===== config.mk =====
export PLATFORM = sky130hd
export DESIGN_NAME = pll_enable_and_pump_regs
export DESIGN_NICKNAME = d
export VERILOG_FILES = /design/src/rtl/pll_regs_pkg.sv /design/src/rtl/cfg_word_reg.sv /design/src/rtl/pad_release_ctrl.sv /design/src/rtl/pll_enable_and_pump_regs.sv
export SDC_FILE = /design/constraint.sdc
export NUM_CORES = 1
export LEC_CHECK = 0
export BUFFER_PORTS_ARGS = -buffer_cell sky130_fd_sc_hd__buf_4
export CAP_MARGIN = 25
export CORE_ASPECT_RATIO = 0.5
export CORE_UTILIZATION = 30
export CTS_BUF_LIST = sky130_fd_sc_hd__clkbuf_2 sky130_fd_sc_hd__clkbuf_4 sky130_fd_sc_hd__clkbuf_8
export CTS_CLUSTER_SIZE = 12
export DETAILED_ROUTE_END_ITERATION = 10
export GPL_TIMING_DRIVEN = 0
export PLACE_DENSITY = 0.55
export SLEW_MARGIN = 20
export SYNTH_ARGS = -nofsm -noshare
export SYNTH_HDL_FRONTEND = slang
export SYNTH_HIERARCHICAL = 1
export SYNTH_SLANG_ARGS = --single-unit

===== constraint.sdc =====
create_clock -name core_clk -period 2.26 [get_ports core_clk]
set_input_delay 0.565 -clock core_clk [delete_from_list [all_inputs] [get_ports core_clk]]
set_output_delay 0.565 -clock core_clk [all_outputs]
set_load 0.02 [all_outputs]

===== src/rtl/pll_regs_pkg.sv =====
/*
 * holds the register map, field layouts, reset values and current scale
 * steps of the synthesizer enable and charge-pump configuration registers.
 * assumes the serial control port decoder delivers word-wide accesses with
 * the register index on the address lines.
 */
`default_nettype none

package pll_regs_pkg;

   // ****************************************************************
   // register port geometry
   // ****************************************************************
   localparam int unsigned ADDR_W = 6;
   localparam int unsigned DATA_W = 24;

   // register indices as seen on the serial control port
   localparam logic [5:0] ANALOG_ENABLE_CONTROLS_IDX = 6'h08;
   localparam logic [5:0] PUMP_CURRENT_SETTINGS_IDX  = 6'h09;

   // values after reset
   localparam logic [23:0] ANALOG_ENABLE_CONTROLS_RST = 24'hc1beff;
   localparam logic [23:0] PUMP_CURRENT_SETTINGS_RST  = 24'h403264;

   // ****************************************************************
   // analog enable register, bit 23 first
   // ****************************************************************
   typedef struct packed {
      logic       rsv_23;             // keep at 1
      logic       rsv_22;             // keep at 1
      logic       high_freq_ref;      // set for a crystal above 200 MHz
      logic       rsv_20;             // keep at 0
      logic       rsv_19;
      logic       spare_18;
      logic [2:0] rsv_17_15;
      logic [2:0] rsv_14_12;
      logic       pump_amp_on;        // keep at 1
      logic       vco_presc_bias_on;
      logic       presc_clock_on;
      logic       rsv_8;
      logic       divider_clock_gate;
      logic       rsv_6;
      logic       pad_on;
      logic       vco_rf_buf_on;
      logic       ref_buf_on;
      logic       phase_detector_on;
      logic       pump_on;
      logic       bias_on;
   } analog_en_t;

   // ****************************************************************
   // charge-pump register, bit 23 first
   // ****************************************************************
   typedef struct packed {
      logic       high_current_pump;
      logic       offset_down_on;
      logic       offset_up_on;
      logic [6:0] offset_mag;
      logic [6:0] pump_up_gain;
      logic [6:0] pump_down_gain;
   } pump_cfg_t;

   // field positions of the charge-pump codes
   localparam int unsigned PUMP_DOWN_LSB  = 0;
   localparam int unsigned PUMP_UP_LSB    = 7;
   localparam int unsigned OFFSET_MAG_LSB = 14;

   // current per code step, in microamps
   localparam logic [11:0] GAIN_STEP_UA   = 12'h014;
   localparam logic [9:0]  OFFSET_STEP_UA = 10'h005;

   // ****************************************************************
   // pad drive state
   // ****************************************************************
   typedef enum logic [1:0] {
      PAD_OFF,
      PAD_DRIVE,
      PAD_RELEASED
   } pad_state_t;

endpackage

`default_nettype wire


===== src/rtl/cfg_word_reg.sv =====
/*
 * holds one 24-bit read/write configuration word with a reset value.
 * assumes write strobe and data come from logic on the same clock.
 */
`timescale 1ns/1ps
`default_nettype none

module cfg_word_reg
   import pll_regs_pkg::*;
#(
   parameter logic [23:0] RST_VAL = 24'h000000
)
(
   input  wire logic        core_clk,
   input  wire logic        resetn,
   input  wire logic        wr_en,
   input  wire logic [23:0] wr_data,
   output logic      [23:0] word
);

   logic [23:0] word_ff;
   logic [23:0] nxt_word;

   // a write replaces the whole word; no bit is masked or forced
   always_comb
   begin
      nxt_word = word_ff;
      if (wr_en)
      begin
         nxt_word = wr_data;
      end
   end

   always_ff @(posedge core_clk)
   begin
      if (!resetn)
      begin
         word_ff <= RST_VAL;
      end
      else
      begin
         word_ff <= nxt_word;
      end
   end

   assign word = word_ff;

endmodule

`default_nettype wire


===== src/rtl/pad_release_ctrl.sv =====
/*
 * drives the lock-detect / serial-data pad: off, always driven, or
 * released while a foreign chip address owns the shared serial bus.
 * assumes address match and mismatch pulses come from the serial decoder
 * on the same clock.
 */
`timescale 1ns/1ps
`default_nettype none

module pad_release_ctrl
   import pll_regs_pkg::*;
(
   input  wire logic core_clk,
   input  wire logic resetn,
   input  wire logic pad_on,
   input  wire logic gpo_always,
   input  wire logic addr_mismatch,
   input  wire logic addr_match,
   input  wire logic pad_data,
   output logic      pin_o,
   output logic      pin_oe,
   output logic      released
);

   pad_state_t state_ff;
   pad_state_t nxt_state;
   logic       pin_o_ff;
   logic       nxt_pin_o;
   logic       pin_oe_ff;
   logic       nxt_pin_oe;
   logic       released_ff;
   logic       nxt_released;

   // mismatch beats a match in the same cycle so a foreign frame is never
   // driven over while gpo_always is clear
   always_comb
   begin
      nxt_state = state_ff;
      case (state_ff)
         PAD_OFF:
         begin
            if (pad_on)
               nxt_state = PAD_DRIVE;
         end
         PAD_DRIVE:
         begin
            if (!pad_on)
               nxt_state = PAD_OFF;
            else if (!gpo_always && addr_mismatch)
               nxt_state = PAD_RELEASED;
         end
         PAD_RELEASED:
         begin
            if (!pad_on)
               nxt_state = PAD_OFF;
            else if (gpo_always)
               nxt_state = PAD_DRIVE;
            else if (addr_match && !addr_mismatch)
               nxt_state = PAD_DRIVE;
         end
         default:
         begin
            nxt_state = PAD_OFF;
         end
      endcase
      nxt_pin_oe   = (nxt_state == PAD_DRIVE);
      nxt_released = (nxt_state == PAD_RELEASED);
      nxt_pin_o  = nxt_pin_oe & pad_data;
   end

   always_ff @(posedge core_clk)
   begin
      if (!resetn)
      begin
         state_ff  <= PAD_OFF;
         pin_o_ff  <= 1'b0;
         pin_oe_ff <= 1'b0;
         released_ff <= 1'b0;
      end
      else
      begin
         state_ff  <= nxt_state;
         pin_o_ff  <= nxt_pin_o;
         pin_oe_ff <= nxt_pin_oe;
         released_ff <= nxt_released;
      end
   end

   assign pin_o    = pin_o_ff;
   assign pin_oe   = pin_oe_ff;
   // registered copy of the state so the top output comes from a flop
   assign released = released_ff;

endmodule

`default_nettype wire


===== src/rtl/pll_enable_and_pump_regs.sv =====
/*
 * analog enable and charge-pump configuration registers of the synthesizer,
 * with the pad control of the lock-detect / serial-data pin and the decoded
 * pump currents.
 * assumes a serial control port decoder on core_clk delivering one-cycle
 * write and read strobes with a register index, plus chip address match
 * and mismatch pulses; the far-side gpo select bit comes from the pad
 * configuration register elsewhere on the same clock.
 */
// What this block does
// - bits 0-4 enable bias, pump, phase detector, reference and RF buffers; reset 1.
// - a cleared pad enable bit turns the lock/serial output pin off.
// - pad enabled with gpo select set drives the pin continuously.
// - pad enabled, gpo select clear: release pin on foreign chip address.
// - bit 7 gates the divider clock into digital logic; reset 1.
// - bit 9 prescaler clock, bit 10 buffer and prescaler bias; reset 1.
// - down gain code in bits 6:0, 20 uA steps, reset 100.
// - up gain code in bits 13:7, 20 uA steps, reset 100.
// - offset magnitude in bits 20:14, 5 uA steps, reset 0.
// - bit 23 selects high-current pump mode; reset 0.
`timescale 1ns/1ps
`default_nettype none

module pll_enable_and_pump_regs
   import pll_regs_pkg::*;
(
   input  wire logic        core_clk,
   input  wire logic        resetn,
   input  wire logic        wr_stb,
   input  wire logic        rd_stb,
   input  wire logic [5:0]  reg_addr,
   input  wire logic [23:0] wr_data,
   input  wire logic        gpo_always,
   input  wire logic        addr_mismatch,
   input  wire logic        addr_match,
   input  wire logic        pad_data,
   output logic      [23:0] rd_data,
   output logic             rd_valid,
   output logic             rd_unmapped,
   output analog_en_t       analog_en,
   output pump_cfg_t        pump_cfg,
   output logic             lock_serial_out_pin_o,
   output logic             lock_serial_out_pin_oe,
   output logic             pad_released,
   output logic      [11:0] pump_down_ua,
   output logic      [11:0] pump_up_ua,
   output logic      [9:0]  offset_up_ua,
   output logic      [9:0]  offset_down_ua
);

   // ****************************************************************
   // address decode
   // ****************************************************************

   logic        hit_analog;
   logic        hit_pump;
   logic        wr_analog;
   logic        wr_pump;
   logic [23:0] analog_word;
   logic [23:0] pump_word;

   // writes to any other index are dropped silently
   assign hit_analog = (reg_addr == ANALOG_ENABLE_CONTROLS_IDX);
   assign hit_pump   = (reg_addr == PUMP_CURRENT_SETTINGS_IDX);
   assign wr_analog  = wr_stb & hit_analog;
   assign wr_pump    = wr_stb & hit_pump;

   // ****************************************************************
   // configuration words
   // ****************************************************************

   // software keeps the reserved and amplifier bits at their required
   // values; hardware stores whatever is written so readback stays honest
   cfg_word_reg #(
      .RST_VAL (ANALOG_ENABLE_CONTROLS_RST)
   ) u_analog_word (
      .core_clk (core_clk),
      .resetn   (resetn),
      .wr_en    (wr_analog),
      .wr_data  (wr_data),
      .word     (analog_word)
   );

   cfg_word_reg #(
      .RST_VAL (PUMP_CURRENT_SETTINGS_RST)
   ) u_pump_word (
      .core_clk (core_clk),
      .resetn   (resetn),
      .wr_en    (wr_pump),
      .wr_data  (wr_data),
      .word     (pump_word)
   );

   // ****************************************************************
   // field view of the words
   // ****************************************************************

   analog_en_t analog_fields;
   pump_cfg_t  pump_fields;

   // the struct layout places every enable at its fixed bit position
   assign analog_fields = analog_en_t'(analog_word);
   assign pump_fields   = pump_cfg_t'(pump_word);

   // the register flops themselves feed the analog sub-blocks
   assign analog_en = analog_fields;
   assign pump_cfg  = pump_fields;

   // ****************************************************************
   // read port
   // ****************************************************************

   logic [23:0] rd_data_ff;
   logic [23:0] nxt_rd_data;
   logic        rd_valid_ff;
   logic        nxt_rd_valid;
   logic        rd_unmapped_ff;
   logic        nxt_rd_unmapped;

   // answer comes one cycle after the strobe; unmapped indices read zero
   // and are flagged so the serial side can tell them from a real zero
   always_comb
   begin
      nxt_rd_valid    = rd_stb;
      nxt_rd_unmapped = 1'b0;
      nxt_rd_data     = rd_data_ff;
      if (rd_stb)
      begin
         if (hit_analog)
            nxt_rd_data = analog_word;
         else if (hit_pump)
            nxt_rd_data = pump_word;
         else
         begin
            nxt_rd_data     = 24'h000000;
            nxt_rd_unmapped = 1'b1;
         end
      end
   end

   always_ff @(posedge core_clk)
   begin
      if (!resetn)
      begin
         rd_data_ff     <= 24'h000000;
         rd_valid_ff    <= 1'b0;
         rd_unmapped_ff <= 1'b0;
      end
      else
      begin
         rd_data_ff     <= nxt_rd_data;
         rd_valid_ff    <= nxt_rd_valid;
         rd_unmapped_ff <= nxt_rd_unmapped;
      end
   end

   assign rd_data     = rd_data_ff;
   assign rd_valid    = rd_valid_ff;
   assign rd_unmapped = rd_unmapped_ff;

   // ****************************************************************
   // lock-detect / serial-data pad
   // ****************************************************************

   // the pad enable comes straight from the live register bit so a write
   // takes effect on the pin within two cycles
   pad_release_ctrl u_pad (
      .core_clk      (core_clk),
      .resetn        (resetn),
      .pad_on        (analog_fields.pad_on),
      .gpo_always    (gpo_always),
      .addr_mismatch (addr_mismatch),
      .addr_match    (addr_match),
      .pad_data      (pad_data),
      .pin_o         (lock_serial_out_pin_o),
      .pin_oe        (lock_serial_out_pin_oe),
      .released      (pad_released)
   );

   // ****************************************************************
   // decoded pump currents
   // ****************************************************************

   logic [11:0] pump_down_ua_ff;
   logic [11:0] nxt_pump_down_ua;
   logic [11:0] pump_up_ua_ff;
   logic [11:0] nxt_pump_up_ua;
   logic [9:0]  offset_up_ua_ff;
   logic [9:0]  nxt_offset_up_ua;
   logic [9:0]  offset_down_ua_ff;
   logic [9:0]  nxt_offset_down_ua;
   logic [9:0]  offset_mag_ua;

   // largest code 127 gives 2540 uA and 635 uA, so 12 and 10 bits suffice;
   // the pump currents drop to zero while the pump itself is disabled
   always_comb
   begin
      offset_mag_ua    = {3'b000, pump_fields.offset_mag} * OFFSET_STEP_UA;
      nxt_pump_down_ua = 12'h000;
      nxt_pump_up_ua   = 12'h000;
      if (analog_fields.pump_on)
      begin
         nxt_pump_down_ua = {5'b00000, pump_fields.pump_down_gain} * GAIN_STEP_UA;
         nxt_pump_up_ua   = {5'b00000, pump_fields.pump_up_gain} * GAIN_STEP_UA;
      end
      nxt_offset_up_ua   = pump_fields.offset_up_on ? offset_mag_ua : 10'h000;
      nxt_offset_down_ua = pump_fields.offset_down_on ? offset_mag_ua : 10'h000;
      if (!analog_fields.pump_on)
      begin
         nxt_offset_up_ua   = 10'h000;
         nxt_offset_down_ua = 10'h000;
      end
   end

   always_ff @(posedge core_clk)
   begin
      if (!resetn)
      begin
         pump_down_ua_ff   <= 12'h000;
         pump_up_ua_ff     <= 12'h000;
         offset_up_ua_ff   <= 10'h000;
         offset_down_ua_ff <= 10'h000;
      end
      else
      begin
         pump_down_ua_ff   <= nxt_pump_down_ua;
         pump_up_ua_ff     <= nxt_pump_up_ua;
         offset_up_ua_ff   <= nxt_offset_up_ua;
         offset_down_ua_ff <= nxt_offset_down_ua;
      end
   end

   assign pump_down_ua   = pump_down_ua_ff;
   assign pump_up_ua     = pump_up_ua_ff;
   assign offset_up_ua   = offset_up_ua_ff;
   assign offset_down_ua = offset_down_ua_ff;

endmodule

`default_nettype wire


==> flow_metrics.tcl <==
set metrics [dict create \
    status "completed" \
    cts_tree "yes" \
    grt_overflow 0 \
    crit_arrival_ns 2.44 \
    ys_seq_area_frac 0.468 \
    nets 754 \
    grt_pass1_wl_um 21900 \
    yosysUniqueCellTypes 45 \
    yosysTopAreaCellShare 0.468 \
    diodes 0 \
    setup_viol 0 \
    synth_edf_count 0 \
    yosys_warnings 6 \
    first_global_vias 3885 \
    max_freq_ghz 0.469 \
    powerDensity_nw_per_um2 650 \
    first_pass_iters 4 \
    postSynthAreaPerCell_um2 10.0 \
    cts.clk_slew.worst_paths_ns 0.08 \
    hold_viol_final 0 \
    root_buffer "clkbuf_8" \
    yosys.cell_count.top_type "dfxtp_1" \
    cts_resized 0 \
    gp_congestion 0.839 \
    synth.area.top_cells "dfxtp_1 (47%), mux2i_1 (9.4%), ha_1 (7.4%), nand2_1 (6.0%), nor2b_1 (4.1%)" \
    p_leak_uw 0.00295 \
    ios 159 \
    drtIter0Drc 178 \
    finalCritPeriodShare 0.944 \
    h-tree-depth 4 \
    endpoint_kind "register" \
    postRouteAntennaNets 0 \
    ys.flop_type "dfxtp_1" \
    synth_cells 507 \
    criticalPathCategory "register to register" \
    rsz0062_at_grt "no" \
    io_buffer_count 154 \
    grt_max_degree 17 \
    synth_top_cell_by_area "dfxtp_1" \
    fin_skew_ns 0.0146 \
    start_kind "register" \
    cts_buffer_depth 2 \
    drt_wl_total_um 14900 \
    viasPerCell 4.54 \
    cts_setup_buffers 0 \
    relSlewSlack 0.477 \
    wl_per_cell_um 16.1 \
    dp_hpwl_um 10900 \
    cap_violations 0 \
    core_um2 16500 \
    final_cell_area_um2 6950 \
    die_w_um 186 \
    dp_slack_ns -0.0241 \
    ys_seq_elements 119 \
    async_flop_share 0 \
    antenna_found_initial 0 \
    crit_required_ns 2.57 \
    num_vias 4187 \
    rows 33 \
    numCtsBuffers 17 \
    die-area_um2 17500 \
    start_util 0.309 \
    ir_worst_vdd_mv 0.390 \
    min_path_type "input pin to register" \
    holdBufCountCts 0 \
    fillers 1680 \
    post-route-util 0.422 \
    groute.usage.overall 0.170 \
    syn_to_final_growth_pct 36.6 \
    maxSlewViolCount 0 \
    remaining_drc_errors 0 \
    fin_ws_ns 0.126 \
    min_period_ns 2.13 \
    die_y_um 94.1 \
    clock-sinks 119 \
    netlist_area_um2 5090 \
    synth_common_cells "dfxtp_1 (119), nand2_1 (82), mux2i_1 (48)" \
    critPathMaxFanout 5 \
    r2r_setup_slack_ns 0.13 \
    clock_latency_ns 0.43 \
    placed_cell_area_um2 6540 \
    drive_gt1_frac 0.315 \
    tightest_slew_ns 0.784 \
]
==> metal layers <==
metal  vias to the layer above  GRT usage  part of all wire
met3                        10     0.0403             0.048
met2                        82      0.267              0.46
li1                       2122          -                 -
met4                         0     0.0533            0.0078
met5                         -          0                 0
met1                      1973      0.230              0.48
==> worst max-delay path, stage by stage, from the launching register on <==
cell and delay [ns]:
dfxtp_2 0.35, ha_1 0.29, ha_1 0.24, fa_1 0.43, a21o_1 0.20, a21oi_1 0.21, nor2b_1 0.09, o211a_1 0.21
==> worst paths after layout <==
path	start	to	cells past startpoint
worst min register to register	u_analog_word/word[20]$_SDFFE_PN0P_	rd_data[20]$_SDFFE_PN0P_	2
worst min-delay path	gpo_always	u_pad/released$_SDFF_PN0_	2
worst max-delay path	u_pump_word/word[8]$_SDFFE_PN0P_	pump_up_ua[11]$_SDFF_PN0_	7
worst max register to register	u_pump_word/word[8]$_SDFFE_PN0P_	pump_up_ua[11]$_SDFF_PN0_	7
==> power breakdown <==
part	leakage, uW	total (uW)	switching, uW	internal, uW
Clock	0.000202	1990	884	1110
Sequential	0.000972	2170	22.9	2140
Combinational	0.00178	356	196	160
==> state kept, by name, summed over array words and instances, names as in the netlist <==
| register | count |
|---|---|
| u_pad/released | 1 |
| rd_valid | 1 |
| rd_data | 24 |
| offset_up_ua | 10 |
| u_pump_word/word | 24 |
| pump_down_ua | 10 |
| rd_unmapped | 1 |
| u_pad/pin_o | 1 |
| u_pad/state_ff | 2 |
| pump_up_ua | 10 |
| u_pad/pin_oe | 1 |
| offset_down_ua | 10 |
| u_analog_word/word | 24 |
==> kinds of logic (layout without fill, tap and decap cells) <==
family | after synthesis | after routing | share of synthesized area
flip-flops | 119 | 119 | 0.468
buffers and inverters | 37 | 223 | 0.0585
multiplexers | 50 | 50 | 0.0988
other | 1 | 4 | 0.000737
adder cells (fa/ha/maj) | 33 | 33 | 0.0856
AO/OA/AOI/OAI | 79 | 79 | 0.0976
AND/OR/NAND/NOR | 183 | 183 | 0.182
XOR/XNOR | 5 | 5 | 0.00861
==> area by class of cell <==
type / instances / area (um^2) / area share
buffer: 33 / 283 / 0.0407
clock buffer: 19 / 249 / 0.0358
clock inverter: 13 / 155 / 0.0223
inverter: 4 / 15.0 / 0.00216
multi-input combinational: 354 / 2420 / 0.348
sequential: 119 / 2390 / 0.344
tap: 227 / 284 / 0.0409
timing repair buffer: 154 / 1160 / 0.166
==> stage by stage <==
stage	total power (uW)	cells	hold slack, ns	TNS [ns]
detailed placement	2570	891	0.487	-0.105
CTS	4580	923	0.289	0
global route	4690	923	0.301	0
finish	4520	923	0.324	0
global placement	2570	891	0.480	-0.0472
floorplan	2390	510	0.490	0
==> cell usage in the layout (no fill, tap or decap), types with 4 or more instances in the layout <==
master / count
dfxtp_1: 115
nor2_1: 14
mux2i_1: 48
nand2_1: 82
conb_1: 4
clkinv_2: 5
a211oi_1: 7
nand3b_1: 5
nor3_1: 7
dfxtp_2: 4
buf_4: 163
and3_1: 21
clkbuf_1: 9
buf_6: 8
ha_1: 30
clkbuf_8: 18
o21ai_0: 29
a21o_1: 5
a31oi_1: 23
inv_1: 4
nor3b_1: 7
a21oi_1: 4
nor2b_1: 33
Note: power is estimated with default switching activity, not from simulation.
